**src/serial_port_pkg.sv**
```systemverilog
/*
 package for the async serial port: register indices and byte addresses,
 field positions, reset values, write masks and bit timing counts.
 assumes a 32-bit avalon-mm slave with one register per aligned word.
*/
package serial_port_pkg;
	localparam int unsigned CLK_HZ = 25_000_000; // MCLK_IN rate
	// register indices; byte address is four times the index
	localparam logic [7:0] IDX_CTRL_ONE = 8'h0e;
	localparam logic [7:0] IDX_CTRL_TWO = 8'h0f;
	localparam logic [7:0] IDX_FLAGS = 8'h10;
	localparam logic [7:0] IDX_DATA = 8'h11;
	localparam logic [7:0] IDX_BAUD = 8'h12;
	localparam logic [7:0] ADDR_CTRL_ONE = 8'(IDX_CTRL_ONE * 4);
	localparam logic [7:0] ADDR_CTRL_TWO = 8'(IDX_CTRL_TWO * 4);
	localparam logic [7:0] ADDR_FLAGS = 8'(IDX_FLAGS * 4);
	localparam logic [7:0] ADDR_DATA = 8'(IDX_DATA * 4);
	localparam logic [7:0] ADDR_BAUD = 8'(IDX_BAUD * 4);
	// serial_ctrl_one fields
	localparam int CO_RX_NINTH = 7;
	localparam int CO_TX_NINTH = 6;
	localparam int CO_MODE = 4;
	localparam int CO_WAKE = 3;
	// serial_ctrl_two fields
	localparam int CT_TX_EMPTY_IE = 7;
	localparam int CT_TX_DONE_IE = 6;
	localparam int CT_RX_IE = 5;
	localparam int CT_QUIET_IE = 4;
	localparam int CT_TX_EN = 3;
	localparam int CT_RX_EN = 2;
	localparam int CT_SLEEP = 1;
	localparam int CT_BREAK = 0;
	// baud register fields
	localparam int BD_PRE_LO = 4;
	localparam int BD_RATE_LO = 0;
	// reset values and write masks
	localparam logic [7:0] CTRL_ONE_RST = 8'h00;
	localparam logic [7:0] CTRL_TWO_RST = 8'h00;
	localparam logic [7:0] BAUD_RST = 8'h00;
	localparam logic [7:0] CTRL_ONE_WMASK = 8'h58;
	localparam logic [7:0] BAUD_WMASK = 8'h37;
	// prescaler divide values, minus one
	localparam logic [3:0] PRE_LAST0 = 4'h0;
	localparam logic [3:0] PRE_LAST1 = 4'h2;
	localparam logic [3:0] PRE_LAST2 = 4'h3;
	localparam logic [3:0] PRE_LAST3 = 4'hc;
	// bit timing in 16x ticks
	localparam logic [3:0] TICK_LAST = 4'hf;
	localparam logic [3:0] SAMPLE_A = 4'h7;
	localparam logic [3:0] SAMPLE_B = 4'h8;
	localparam logic [3:0] SAMPLE_C = 4'h9;
	localparam logic [3:0] FRAME_BITS_EIGHT = 4'ha;
	localparam logic [3:0] FRAME_BITS_NINE = 4'hb;
	localparam logic [3:0] DATA_LAST_EIGHT = 4'h7;
	localparam logic [3:0] DATA_LAST_NINE = 4'h8;
	localparam logic [3:0] ONES_MAX = 4'hf;
	localparam logic [11:0] BRK_FRAME_EIGHT = 12'h400;
	localparam logic [11:0] BRK_FRAME_NINE = 12'h800;

	// bits in one frame: start, data, stop
	function automatic logic [3:0] frame_bits(input logic nine);
		return nine ? FRAME_BITS_NINE : FRAME_BITS_EIGHT;
	endfunction
endpackage

```
**src/serial_tick_if.sv**
```systemverilog
/*
 carrier between the port's own modules: the 16x bit tick and frame length.
 assumes one clock domain; the tick is a one-cycle enable.
*/
`timescale 1ns/10ps
interface serial_tick_if;
	logic tick16;
	logic nine_bit;
	modport src (output tick16);
	modport shf (input tick16, input nine_bit);
endinterface

```
**src/async_serial_port.sv**
```systemverilog
/*
 async serial port control and status: avalon-mm slave, control registers,
 flags, receiver and sleep/wake logic; instantiates rate divider and tx shifter.
 assumes RXD_IN is already synchronous to MCLK_IN and idles high.
*/
`timescale 1ns/10ps
module async_serial_port import serial_port_pkg::*; (
	input wire logic MCLK_IN,
	input wire logic RST_IN,
	input wire logic [7:0] ADDRESS_IN,
	input wire logic READ_IN,
	input wire logic WRITE_IN,
	input wire logic [31:0] WRITEDATA_IN,
	input wire logic [3:0] BYTEENABLE_IN,
	input wire logic RXD_IN,
	output logic [31:0] READDATA_OUT,
	output logic WAITREQUEST_OUT,
	output logic TXD_OUT,
	output logic IRQ_OUT
);
	typedef enum logic [1:0] {RX_IDLE, RX_START, RX_DATA, RX_STOP} rx_state_t;

	serial_tick_if tk ();

	logic wait_q;
	logic [31:0] rdata_q;
	logic irq_q;
	logic [7:0] ctrl_one_q;
	logic [7:0] ctrl_two_q;
	logic [7:0] baud_q;
	logic [7:0] tx_hold_q;
	logic hold_full_q;
	logic tx_holding_empty_flag_q;
	logic tc_q;
	logic armed_q;
	logic [7:0] rx_hold_q;
	logic rx_ninth_q;
	logic rx_full_q;
	logic idle_q;
	logic overrun_q;
	logic noise_q;
	logic stop_err_q;
	logic quiet_armed_q;
	rx_state_t rx_state_q;
	logic [3:0] rx_tick_q;
	logic [3:0] bit_idx_q;
	logic [8:0] shift_q;
	logic [2:0] votes_q;
	logic noise_acc_q;
	logic rx_done_q;
	logic stop_bad_q;
	logic [3:0] ones_q;
	logic [3:0] idle_tick_q;
	logic [7:0] rd_mux;
	logic [7:0] flags_w;
	logic tx_take;
	logic tx_busy;

	// bus decode
	logic ack_now, wr, rd;
	logic hit_one, hit_two, hit_flags, hit_data, hit_baud;
	logic data_wr, data_rd, flags_rd, wr_two;
	assign ack_now = (READ_IN || WRITE_IN) && wait_q;
	assign wr = WRITE_IN && ack_now && BYTEENABLE_IN[0];
	assign rd = READ_IN && ack_now;
	assign hit_one = (ADDRESS_IN == ADDR_CTRL_ONE);
	assign hit_two = (ADDRESS_IN == ADDR_CTRL_TWO);
	assign hit_flags = (ADDRESS_IN == ADDR_FLAGS);
	assign hit_data = (ADDRESS_IN == ADDR_DATA);
	assign hit_baud = (ADDRESS_IN == ADDR_BAUD);
	assign data_wr = wr && hit_data;
	assign data_rd = rd && hit_data;
	assign flags_rd = rd && hit_flags;
	assign wr_two = wr && hit_two;

	// configuration fields
	logic nine, wake_m, rx_en, tx_en, sleep, brk;
	assign nine = ctrl_one_q[CO_MODE];
	assign wake_m = ctrl_one_q[CO_WAKE];
	assign rx_en = ctrl_two_q[CT_RX_EN];
	assign tx_en = ctrl_two_q[CT_TX_EN];
	assign sleep = ctrl_two_q[CT_SLEEP];
	assign brk = ctrl_two_q[CT_BREAK];
	assign tk.nine_bit = nine;

	// receiver helpers: 3-sample majority vote, noise on disagreement
	logic vote, noisy, at_bit_end, start_seen;
	logic [3:0] data_last, quiet_thr;
	logic [7:0] rx_byte;
	assign vote = (votes_q[0] & votes_q[1]) | (votes_q[0] & votes_q[2]) |
		(votes_q[1] & votes_q[2]);
	assign noisy = (|votes_q) && !(&votes_q);
	assign at_bit_end = (rx_tick_q == TICK_LAST);
	assign start_seen = rx_en && tk.tick16 && (rx_state_q == RX_IDLE) && !RXD_IN;
	assign data_last = nine ? DATA_LAST_NINE : DATA_LAST_EIGHT;
	assign quiet_thr = frame_bits(nine);
	assign rx_byte = nine ? shift_q[7:0] : shift_q[8:1];

	// frame completion, wake-up and transfer decisions
	logic addr_wake, idle_wake, wake_now, xfer, load_now, ovr_set, rx_clr, quiet_set;
	assign addr_wake = rx_done_q && sleep && wake_m && shift_q[8];
	assign idle_wake = sleep && !wake_m && (ones_q > quiet_thr);
	assign wake_now = addr_wake || idle_wake;
	assign xfer = rx_done_q && (!sleep || addr_wake);
	assign load_now = xfer && !rx_full_q;
	assign ovr_set = xfer && rx_full_q;
	assign rx_clr = data_rd && armed_q;
	assign quiet_set = rx_en && !sleep && quiet_armed_q && (ones_q >= quiet_thr);

	assign flags_w = {tx_holding_empty_flag_q, tc_q, rx_full_q, idle_q, overrun_q, noise_q, stop_err_q, 1'b0};

	// read selection; unmapped addresses read zero
	always_comb begin
		rd_mux = 8'h00;
		if (hit_one) begin
			rd_mux = {rx_ninth_q, ctrl_one_q[6:0]};
		end else if (hit_two) begin
			rd_mux = ctrl_two_q;
		end else if (hit_flags) begin
			rd_mux = flags_w;
		end else if (hit_data) begin
			rd_mux = rx_hold_q;
		end else if (hit_baud) begin
			rd_mux = baud_q;
		end
	end

	// avalon slave: every access answered one cycle after it appears
	always_ff @(posedge MCLK_IN) begin
		if (RST_IN) begin
			wait_q <= 1'b1;
			rdata_q <= 32'h0;
		end else begin
			wait_q <= !ack_now;
			if (ack_now) begin
				rdata_q <= READ_IN ? {24'h0, rd_mux} : 32'h0;
			end
		end
	end
	assign READDATA_OUT = rdata_q;
	assign WAITREQUEST_OUT = wait_q;

	// control registers; software sleep request beats a wake in the same cycle
	always_ff @(posedge MCLK_IN) begin
		if (RST_IN) begin
			ctrl_one_q <= CTRL_ONE_RST;
			ctrl_two_q <= CTRL_TWO_RST;
			baud_q <= BAUD_RST;
		end else begin
			if (wr && hit_one) begin
				ctrl_one_q <= WRITEDATA_IN[7:0] & CTRL_ONE_WMASK;
			end
			if (wr_two) begin
				ctrl_two_q <= WRITEDATA_IN[7:0];
			end else if (wake_now) begin
				ctrl_two_q[CT_SLEEP] <= 1'b0;
			end
			if (wr && hit_baud) begin
				baud_q <= WRITEDATA_IN[7:0] & BAUD_WMASK;
			end
		end
	end

	// transmit holding register and its flags; set wins over clear
	always_ff @(posedge MCLK_IN) begin
		if (RST_IN) begin
			tx_hold_q <= 8'h00;
			hold_full_q <= 1'b0;
			tx_holding_empty_flag_q <= 1'b1;
			tc_q <= 1'b1;
			armed_q <= 1'b0;
		end else begin
			if (data_wr) begin
				tx_hold_q <= WRITEDATA_IN[7:0];
			end
			hold_full_q <= data_wr || (hold_full_q && !tx_take);
			tx_holding_empty_flag_q <= tx_take || (tx_holding_empty_flag_q && !(data_wr && armed_q));
			tc_q <= !hold_full_q && !tx_busy;
			// a flags read arms exactly one following data access
			if (flags_rd) begin
				armed_q <= 1'b1;
			end else if (data_wr || data_rd) begin
				armed_q <= 1'b0;
			end
		end
	end

	// receive flags: noise and stop errors only with a loaded character, overrun beats clear
	always_ff @(posedge MCLK_IN) begin
		if (RST_IN) begin
			rx_hold_q <= 8'h00;
			rx_ninth_q <= 1'b0;
			rx_full_q <= 1'b0;
			idle_q <= 1'b0;
			overrun_q <= 1'b0;
			noise_q <= 1'b0;
			stop_err_q <= 1'b0;
			quiet_armed_q <= 1'b0;
		end else begin
			if (load_now) begin
				rx_hold_q <= rx_byte;
				rx_ninth_q <= nine && shift_q[8];
			end
			rx_full_q <= load_now || (rx_full_q && !rx_clr);
			idle_q <= quiet_set || (idle_q && !rx_clr);
			overrun_q <= ovr_set || (overrun_q && !rx_clr);
			noise_q <= (load_now && noise_acc_q) || (noise_q && !rx_clr);
			stop_err_q <= (load_now && stop_bad_q) || (stop_err_q && !rx_clr);
			if (start_seen) begin
				quiet_armed_q <= 1'b1;
			end else if (quiet_set) begin
				quiet_armed_q <= 1'b0;
			end
		end
	end

	// receive state machine, stepped on the 16x tick
	always_ff @(posedge MCLK_IN) begin
		if (RST_IN) begin
			rx_state_q <= RX_IDLE;
			rx_tick_q <= 4'h0;
			bit_idx_q <= 4'h0;
			shift_q <= 9'h000;
			votes_q <= 3'h7;
			noise_acc_q <= 1'b0;
			rx_done_q <= 1'b0;
			stop_bad_q <= 1'b0;
			ones_q <= 4'h0;
			idle_tick_q <= 4'h0;
		end else begin
			rx_done_q <= 1'b0;
			if (!rx_en) begin
				rx_state_q <= RX_IDLE;
				ones_q <= 4'h0;
				idle_tick_q <= 4'h0;
			end else if (tk.tick16) begin
				rx_tick_q <= rx_tick_q + 4'h1;
				if (rx_tick_q == SAMPLE_A) votes_q[0] <= RXD_IN;
				if (rx_tick_q == SAMPLE_B) votes_q[1] <= RXD_IN;
				if (rx_tick_q == SAMPLE_C) votes_q[2] <= RXD_IN;
				case (rx_state_q)
					RX_IDLE: begin
						rx_tick_q <= 4'h1;
						if (!RXD_IN) begin
							rx_state_q <= RX_START;
							ones_q <= 4'h0;
							idle_tick_q <= 4'h0;
						end else begin
							idle_tick_q <= idle_tick_q + 4'h1;
							if (idle_tick_q == TICK_LAST && ones_q != ONES_MAX) begin
								ones_q <= ones_q + 4'h1;
							end
						end
					end
					RX_START: if (at_bit_end) begin
						// a high majority is a glitch, not a start bit
						if (vote) begin
							rx_state_q <= RX_IDLE;
						end else begin
							rx_state_q <= RX_DATA;
							bit_idx_q <= 4'h0;
							noise_acc_q <= noisy;
						end
					end
					RX_DATA: if (at_bit_end) begin
						shift_q <= {vote, shift_q[8:1]};
						noise_acc_q <= noise_acc_q || noisy;
						if (bit_idx_q == data_last) begin
							rx_state_q <= RX_STOP;
						end else begin
							bit_idx_q <= bit_idx_q + 4'h1;
						end
					end
					RX_STOP: if (at_bit_end) begin
						rx_done_q <= 1'b1;
						stop_bad_q <= !vote;
						noise_acc_q <= noise_acc_q || noisy;
						rx_state_q <= RX_IDLE;
						ones_q <= vote ? 4'h1 : 4'h0; // stop bit counts as idle
						idle_tick_q <= 4'h0;
					end
					default: rx_state_q <= RX_IDLE;
				endcase
			end
		end
	end

	// one request line, gated by the four enables
	always_ff @(posedge MCLK_IN) begin
		if (RST_IN) begin
			irq_q <= 1'b0;
		end else begin
			irq_q <= (ctrl_two_q[CT_TX_EMPTY_IE] && tx_holding_empty_flag_q) ||
				(ctrl_two_q[CT_TX_DONE_IE] && tc_q) ||
				(ctrl_two_q[CT_RX_IE] && (rx_full_q || overrun_q)) ||
				(ctrl_two_q[CT_QUIET_IE] && idle_q);
		end
	end
	assign IRQ_OUT = irq_q;

	serial_rate_div u_div (
		.clk_in(MCLK_IN),
		.rst_in(RST_IN),
		.pre_sel_in(baud_q[BD_PRE_LO +: 2]),
		.rate_sel_in(baud_q[BD_RATE_LO +: 3]),
		.tk(tk.src)
	);

	serial_tx_shifter u_tx (
		.clk_in(MCLK_IN),
		.rst_in(RST_IN),
		.tk(tk.shf),
		.enable_in(tx_en),
		.start_valid_in(hold_full_q),
		.data_in({ctrl_one_q[CO_TX_NINTH], tx_hold_q}),
		.break_in(brk),
		.take_out(tx_take),
		.busy_out(tx_busy),
		.line_out(TXD_OUT)
	);
endmodule // async_serial_port

```
**src/serial_rate_div.sv**
```systemverilog
/*
 rate divider: prescaler then power-of-two divider give the 16x tick.
 assumes select inputs come from registers and change rarely.
*/
`timescale 1ns/10ps
module serial_rate_div import serial_port_pkg::*; #(
	parameter int RATE_W = 7
) (
	input wire logic clk_in,
	input wire logic rst_in,
	input wire logic [1:0] pre_sel_in,
	input wire logic [2:0] rate_sel_in,
	serial_tick_if.src tk
);
	if (RATE_W < 7) begin : g_bad_width
		$error("RATE_W must hold a count of 127");
	end
	logic [3:0] pre_q;
	logic [RATE_W-1:0] rate_q;
	logic [3:0] pre_last;
	logic [RATE_W-1:0] rate_last;
	logic pre_wrap;
	// selection of both divide values
	assign pre_last = (pre_sel_in == 2'h0) ? PRE_LAST0 :
		(pre_sel_in == 2'h1) ? PRE_LAST1 :
		(pre_sel_in == 2'h2) ? PRE_LAST2 : PRE_LAST3;
	assign rate_last = RATE_W'((32'h1 << rate_sel_in) - 32'h1);
	assign pre_wrap = (pre_q == pre_last);

	// cascade; a select change mid-count only stretches one tick
	always_ff @(posedge clk_in) begin
		if (rst_in) begin
			pre_q <= 4'h0;
			rate_q <= '0;
			tk.tick16 <= 1'b0;
		end else begin
			tk.tick16 <= 1'b0;
			if (!pre_wrap) begin
				pre_q <= pre_q + 4'h1;
			end else begin
				pre_q <= 4'h0;
				if (rate_q >= rate_last) begin
					rate_q <= '0;
					tk.tick16 <= 1'b1;
				end else begin
					rate_q <= rate_q + 1'b1;
				end
			end
		end
	end
endmodule // serial_rate_div

```
**src/serial_tx_shifter.sv**
```systemverilog
/*
 transmit shifter: sends one data frame or one break, lsb first, 16 ticks a bit.
 assumes the holding register and its flags live in the parent.
*/
`timescale 1ns/10ps
module serial_tx_shifter import serial_port_pkg::*; (
	input wire logic clk_in,
	input wire logic rst_in,
	serial_tick_if.shf tk,
	input wire logic enable_in,
	input wire logic start_valid_in,
	input wire logic [8:0] data_in,
	input wire logic break_in,
	output logic take_out,
	output logic busy_out,
	output logic line_out
);
	logic [11:0] sr_q;
	logic [3:0] left_q;
	logic [3:0] tick_q;
	logic go;
	logic bit_end;
	logic [3:0] n_bits;
	logic [11:0] frame_w;
	logic [11:0] brk_w;
	// frame images: start bit in bit 0, stop and fill ones above
	assign n_bits = frame_bits(tk.nine_bit);
	assign frame_w = tk.nine_bit ? {2'b11, data_in[8], data_in[7:0], 1'b0} :
		{3'b111, data_in[7:0], 1'b0};
	assign brk_w = tk.nine_bit ? BRK_FRAME_NINE : BRK_FRAME_EIGHT;
	assign go = enable_in && (left_q == 4'h0) && (start_valid_in || break_in);
	assign bit_end = tk.tick16 && (tick_q == TICK_LAST);
	assign busy_out = (left_q != 4'h0);

	// data wins over a pending break; break repeats while held
	always_ff @(posedge clk_in) begin
		if (rst_in) begin
			sr_q <= 12'hfff;
			left_q <= 4'h0;
			tick_q <= 4'h0;
			line_out <= 1'b1;
			take_out <= 1'b0;
		end else begin
			take_out <= go && start_valid_in;
			if (go) begin
				sr_q <= start_valid_in ? frame_w : brk_w;
				left_q <= start_valid_in ? n_bits : 4'(n_bits + 4'h1);
				tick_q <= 4'h0;
				line_out <= 1'b0;
			end else if (busy_out && tk.tick16) begin
				tick_q <= tick_q + 4'h1;
				if (bit_end) begin
					sr_q <= {1'b1, sr_q[11:1]};
					left_q <= left_q - 4'h1;
					line_out <= (left_q == 4'h1) ? 1'b1 : sr_q[1];
				end
			end
		end
	end
endmodule // serial_tx_shifter

```
**config.mk**
```make
export PLATFORM = sky130hd
export DESIGN_NAME = async_serial_port
export DESIGN_NICKNAME = d
export VERILOG_FILES = /design/src/serial_port_pkg.sv /design/src/serial_tick_if.sv /design/src/async_serial_port.sv /design/src/serial_rate_div.sv /design/src/serial_tx_shifter.sv
export SDC_FILE = /design/constraint.sdc
export NUM_CORES = 1
export LEC_CHECK = 0
export ABC_AREA = 1
export BUFFER_PORTS_ARGS = -buffer_cell sky130_fd_sc_hd__buf_2
export CORE_AREA = 3 3 124 126
export CTS_BUF_LIST = sky130_fd_sc_hd__clkbuf_16
export DETAILED_ROUTE_END_ITERATION = 10
export DIE_AREA = 0 0 127 129
export GPL_TIMING_DRIVEN = 1
export PLACE_DENSITY_LB_ADDON = 0.2
export SYNTH_ARGS = -nofsm -noshare
export SYNTH_HDL_FRONTEND = slang
export SYNTH_HIERARCHICAL = 1
export SYNTH_SLANG_ARGS = --single-unit
```
**constraint.sdc**
```tcl
create_clock -name MCLK_IN -period 2.87 [get_ports MCLK_IN]
set_input_delay 0.1435 -clock MCLK_IN [delete_from_list [all_inputs] [get_ports MCLK_IN]]
set_output_delay 0.1435 -clock MCLK_IN [all_outputs]
set_load 0.02 [all_outputs]
```
==> flow_results.org <==
** Cells and area
- The finished layout holds approximately 1100 standard cells, fillers aside.
- Leaving out fill and tap cells, the most frequent cell in the layout is sky130_fd_sc_hd__nand2_1.
- Share of layout cells above drive strength 1 :: 12.6%
- The library cells used most frequently in the layout, excluding fill and tap cells, are sky130_fd_sc_hd__nand2_1 (218), sky130_fd_sc_hd__dfxtp_1 (119), sky130_fd_sc_hd__inv_1 (96), sky130_fd_sc_hd__nor2_1 (83), sky130_fd_sc_hd__nand3_1 (71).
- After filler insertion, the fill cell instance count of the layout stands at roughly 1400.
- Net count, final :: 1016
- Area occupied by multi-input gates :: around 0.0034 mm²
- Relative to the synthesized area, the layout overhead comes to 11.6%.
- Sequential cell area :: ~0.0024 mm²
- The repair_antennas step left the layout with diodes totalling 0.

** Floorplan
- In this run the horizontal extent of the chip is roughly 130 µm.
- The initial utilization of the core area, before any placement, comes to 44.8%.
- Area of the core :: about 0.014 mm²
- In this run the count of I/O pins placed on the die edge is 84.
- Number of core rows :: 44
- In this run the vertical extent of the chip is ~130 µm.
- The floorplan step defined a die boundary enclosing ~0.016 mm².

** Logic synthesis
- Largest area contributor in the synthesized netlist :: sky130_fd_sc_hd__dfxtp_1
- Counting every instance in the synthesized netlist gives between 900 and 1000.
- For this run, asynchronously set or reset flops after synthesis account for 0%.
- Top cells by area, synth :: sky130_fd_sc_hd__dfxtp_1 (37%), sky130_fd_sc_hd__nand2_1 (13%), sky130_fd_sc_hd__ha_1 (5.8%)
- Number of enable-type register cells in the synthesized netlist :: 0
- Yosys printed 6 warnings.
- Area fraction of the dominant cell type after synthesis :: between 30% and 40%
- Number of distinct library cells after synthesis :: 53
- Average cell area after synthesis :: ~7.1 µm²
- The share of the Yosys chip area taken by registers is between 30% and 40%.
- In the synthesized netlist the dominant register cell turns out to be sky130_fd_sc_hd__dfxtp_1.
- In this run the cell area of the synthesized design comes to approximately 0.0065 mm².
- Synthesized flop and latch total :: ~120

** Timing
- Tmin final :: between 2 and 2.5 ns
- Slew at the pin with the worst max-slew slack :: just over 0.8 ns
- Slew Limit Fails :: 0
- The tightest hold path in the finished design has a slack of around 0.018 ns.
- The final critical path takes up between 70% and 80% of the cycle.
- Setup violations remaining at the end of the flow were counted as 0.
- Hold Vio Cnt, Final :: 0
- Setup repair after global routing left no endpoint under its margin.
- Worst-case headroom to the max-slew limit :: roughly 45%
- Clock skew on the completed layout was measured at about 0.0073 ns.
- Setup TNS Final :: 0 ns
- F_max :: 438 MHz

** Placed design
- Port bufs :: 32
- Final Wtd Congestion :: around 0.87
- Detailed placer's ending HPWL :: 10.2 mm
- Cell count after placement :: 1102

** Worst setup path
- Startpoint class of the critical path :: flop
- Cell class contributing the biggest share of worst-path delay :: compound AO/OA/AOI/OAI gates
- Endpoint required time on the critical path :: ~3.2 ns
- Critical path start-end classification :: flop to flop
- Crit path buffers/inverters :: 0
- Critical path peak fanout :: 7
- Traced cell by cell, the critical path runs through nor2_1 > nand2_1 > ha_1 > o21ai_0 > o21ai_0 > o211ai_1 > ha_1 > a21o_1 > nor2_1 > nand2_1 > nand2_4 > nand2_2 > a21oi_1.
- Data arrival, critical path :: about 2.6 ns
- The worst setup path is captured at a flop.
- On the worst path, the slowest cell contributes a delay of about 0.45 ns.
- On the critical path, the stage with the largest delay is an instance of sky130_fd_sc_hd__dfxtp_1.

** Clock network
- The longest clock path from root to sink contains 2 buffers.
- The H-tree was split into 4 levels.
- Clock latency reported for the late side of the worst-skew pair :: between 0.4 and 0.5 ns
- Number of hold-repair buffers added at the cts stage :: 0
- TritonCTS built the clock tree.
- Clock-pin slew reported for the worst setup and hold paths after clock tree synthesis :: roughly 0.05 ns
- Post-CTS sizing :: 0
- Library cell used as clock root buffer :: sky130_fd_sc_hd__clkbuf_16
- Buffers added to address setup during post-CTS repair amount to 0.
- Clock buffer count from CTS :: 17
- The clock drives ~120 sinks.

** Run
- Max-cap violations in this run came to 0.

** Pwr
- Power density relative to cell area :: around 530 mW/mm²
- Across the VDD grid, the largest voltage drop is ~0.40 mV.
- In this run the power spent charging and discharging nets is between 0.8 and 0.9 mW.
- Sequential power share :: approximately 43%
- Sw Share :: 21.7%
- The clock network burns between 50% and 60% of the power.
- Per report_power, the combinational group accounts for 3.6% of the total.
- Reported leakage power :: 3.22 nW
- P_int :: approximately 3 mW

** Detailed routing
- For this block, the via count after detailed routing is between 5000 and 6000.
- For this run, the detailed router's first-pass iteration total came to 5.
- Number of antenna-violating nets in the routed design :: 0
- Post-DR vias/cell :: between 4 and 5
- For this block, the initial DRC count from the detailed router was 424.
- Per-cell routed wire length :: between 10 and 15 µm
- For this block, the routed nets add up to roughly 14 mm of wire.
- Detailed-route DRC error count :: 0

** Global routing
- Number of global-route vias before repair :: ~4900
- Entering global routing, the biggest net connects 33 pins.
- Overall global routing resource usage :: ~18%
- Summed over all layers, the global routing overflow is 0.
- Global-route wire length before repair :: between 20 and 25 mm
- Antenna violations before repair :: 0

** Hold path
- Type of the most critical hold path :: primary input to flop

** Status
- The flow ran to the end, and the final reports show no timing, DRC or antenna violations.
==> power by group through the flow <==
stage               logic [mW]  registers [mW]  clock network (mW)
global route             0.154            1.66                2.18
floorplan                0.119            1.69                   0
CTS                      0.139            1.66                2.10
global placement         0.139            1.70                   0
finish                   0.139            1.66                2.06
detailed placement       0.139            1.69                   0
==> metal layers <==
metal | wire, µm | GRT usage [%] | share of wire, %
met5 | 0 | 0 | 0
met4 | 136 | 4.73 | 0.97
met3 | 482 | 4.44 | 3.4
met2 | 6590 | 28.0 | 47
met1 | 6880 | 24.2 | 49
==> logic make-up (layout without fill, tap and decap cells) <==
group	count (synthesis)	after routing	synth area share, %
flip-flops	119	119	36.8
other	1	24	0.0580
AO/OA/AOI/OAI	146	146	12.6
buffers and inverters	154	176	11.5
AND/OR/NAND/NOR	445	445	31.8
adder cells (fa/ha/maj)	30	30	5.80
XOR/XNOR	10	10	1.35
==> cell type report <==
type                       instances  share of cell area, %
multi-input combinational        655                   47.5
sequential                       119                   33.0
clock buffer                      17                   5.89
inverter                         108                   5.84
tap                              184                   3.19
timing repair buffer              36                   2.63
clock inverter                    15                   1.98
==> sequential cells by signal (all words and copies together) (netlist names), 5 cells and up, named ones only <==
register and count:
shift_q 9, tx_hold_q 8, READDATA_OUT 8, u_div/rate_q 7, baud_q 5, rx_hold_q 8
ctrl_two_q 8, u_tx/sr_q 11
==> worst paths after layout <==
path | start | depth (start not counted) | end | slack (ns)
max | baud_q[1] | 13 | u_div/rate_q[0] | 0.59
min | WRITEDATA_IN[0] | 3 | ctrl_two_q[0] | 0.02
max reg2reg | baud_q[1] | 13 | u_div/rate_q[0] | 0.59
min reg2reg | u_tx/line_out | 1 | u_tx/line_out | 0.46
==> per-stage QoR <==
stage | utilization (%) | worst slack (ns) | instance area (µm²) | total power, mW
4_1_cts | 50.1 | 0.580 | 7220 | 3.90
6_report | 50.1 | 0.588 | 7220 | 3.86
2_1_floorplan | - | 0.852 | 6560 | 1.81
3_5_place_dp | 46.1 | 0.612 | 6650 | 1.83
3_3_place_gp | 46.1 | 0.644 | 6650 | 1.83
5_1_grt | 50.1 | 0.271 | 7220 | 3.99
==> worst register-to-register path: stages, from the launching register on <==
cell                       delay [ns]
sky130_fd_sc_hd__dfxtp_1         0.45
sky130_fd_sc_hd__nor2_1          0.10
sky130_fd_sc_hd__nand2_1         0.09
sky130_fd_sc_hd__ha_1            0.20
sky130_fd_sc_hd__o21ai_0         0.14
sky130_fd_sc_hd__o21ai_0         0.11
sky130_fd_sc_hd__o211ai_1        0.12
sky130_fd_sc_hd__ha_1            0.32
sky130_fd_sc_hd__a21o_1          0.18
sky130_fd_sc_hd__nor2_1          0.10
sky130_fd_sc_hd__nand2_1         0.11
sky130_fd_sc_hd__nand2_4         0.10
sky130_fd_sc_hd__nand2_2         0.08
sky130_fd_sc_hd__a21oi_1         0.12
==> synthesized netlist by cell type, types with 2 or more instances <==
master / instances
sky130_fd_sc_hd__a21o_1: 3
sky130_fd_sc_hd__or2_2: 4
sky130_fd_sc_hd__a211oi_1: 2
sky130_fd_sc_hd__nand3_1: 71
sky130_fd_sc_hd__nor2_2: 3
sky130_fd_sc_hd__a21oi_1: 59
sky130_fd_sc_hd__o21ai_1: 4
sky130_fd_sc_hd__xnor2_1: 4
sky130_fd_sc_hd__nor2_4: 4
sky130_fd_sc_hd__nor2_1: 83
sky130_fd_sc_hd__inv_2: 7
sky130_fd_sc_hd__o211ai_1: 2
sky130_fd_sc_hd__nand2_1: 218
sky130_fd_sc_hd__nand2_4: 6
sky130_fd_sc_hd__nor3_1: 11
sky130_fd_sc_hd__nand2_2: 15
sky130_fd_sc_hd__a31oi_1: 10
sky130_fd_sc_hd__buf_6: 6
sky130_fd_sc_hd__xor2_1: 6
sky130_fd_sc_hd__clkbuf_1: 11
sky130_fd_sc_hd__buf_4: 28
sky130_fd_sc_hd__dfxtp_1: 119
sky130_fd_sc_hd__inv_1: 95
sky130_fd_sc_hd__o21bai_1: 3
sky130_fd_sc_hd__nand3_2: 2
sky130_fd_sc_hd__o21ai_0: 54
sky130_fd_sc_hd__ha_1: 30
sky130_fd_sc_hd__nand4_1: 18
sky130_fd_sc_hd__inv_4: 2
sky130_fd_sc_hd__nor2_8: 2
No activity file was read; power rests on OpenSTA's default activity.
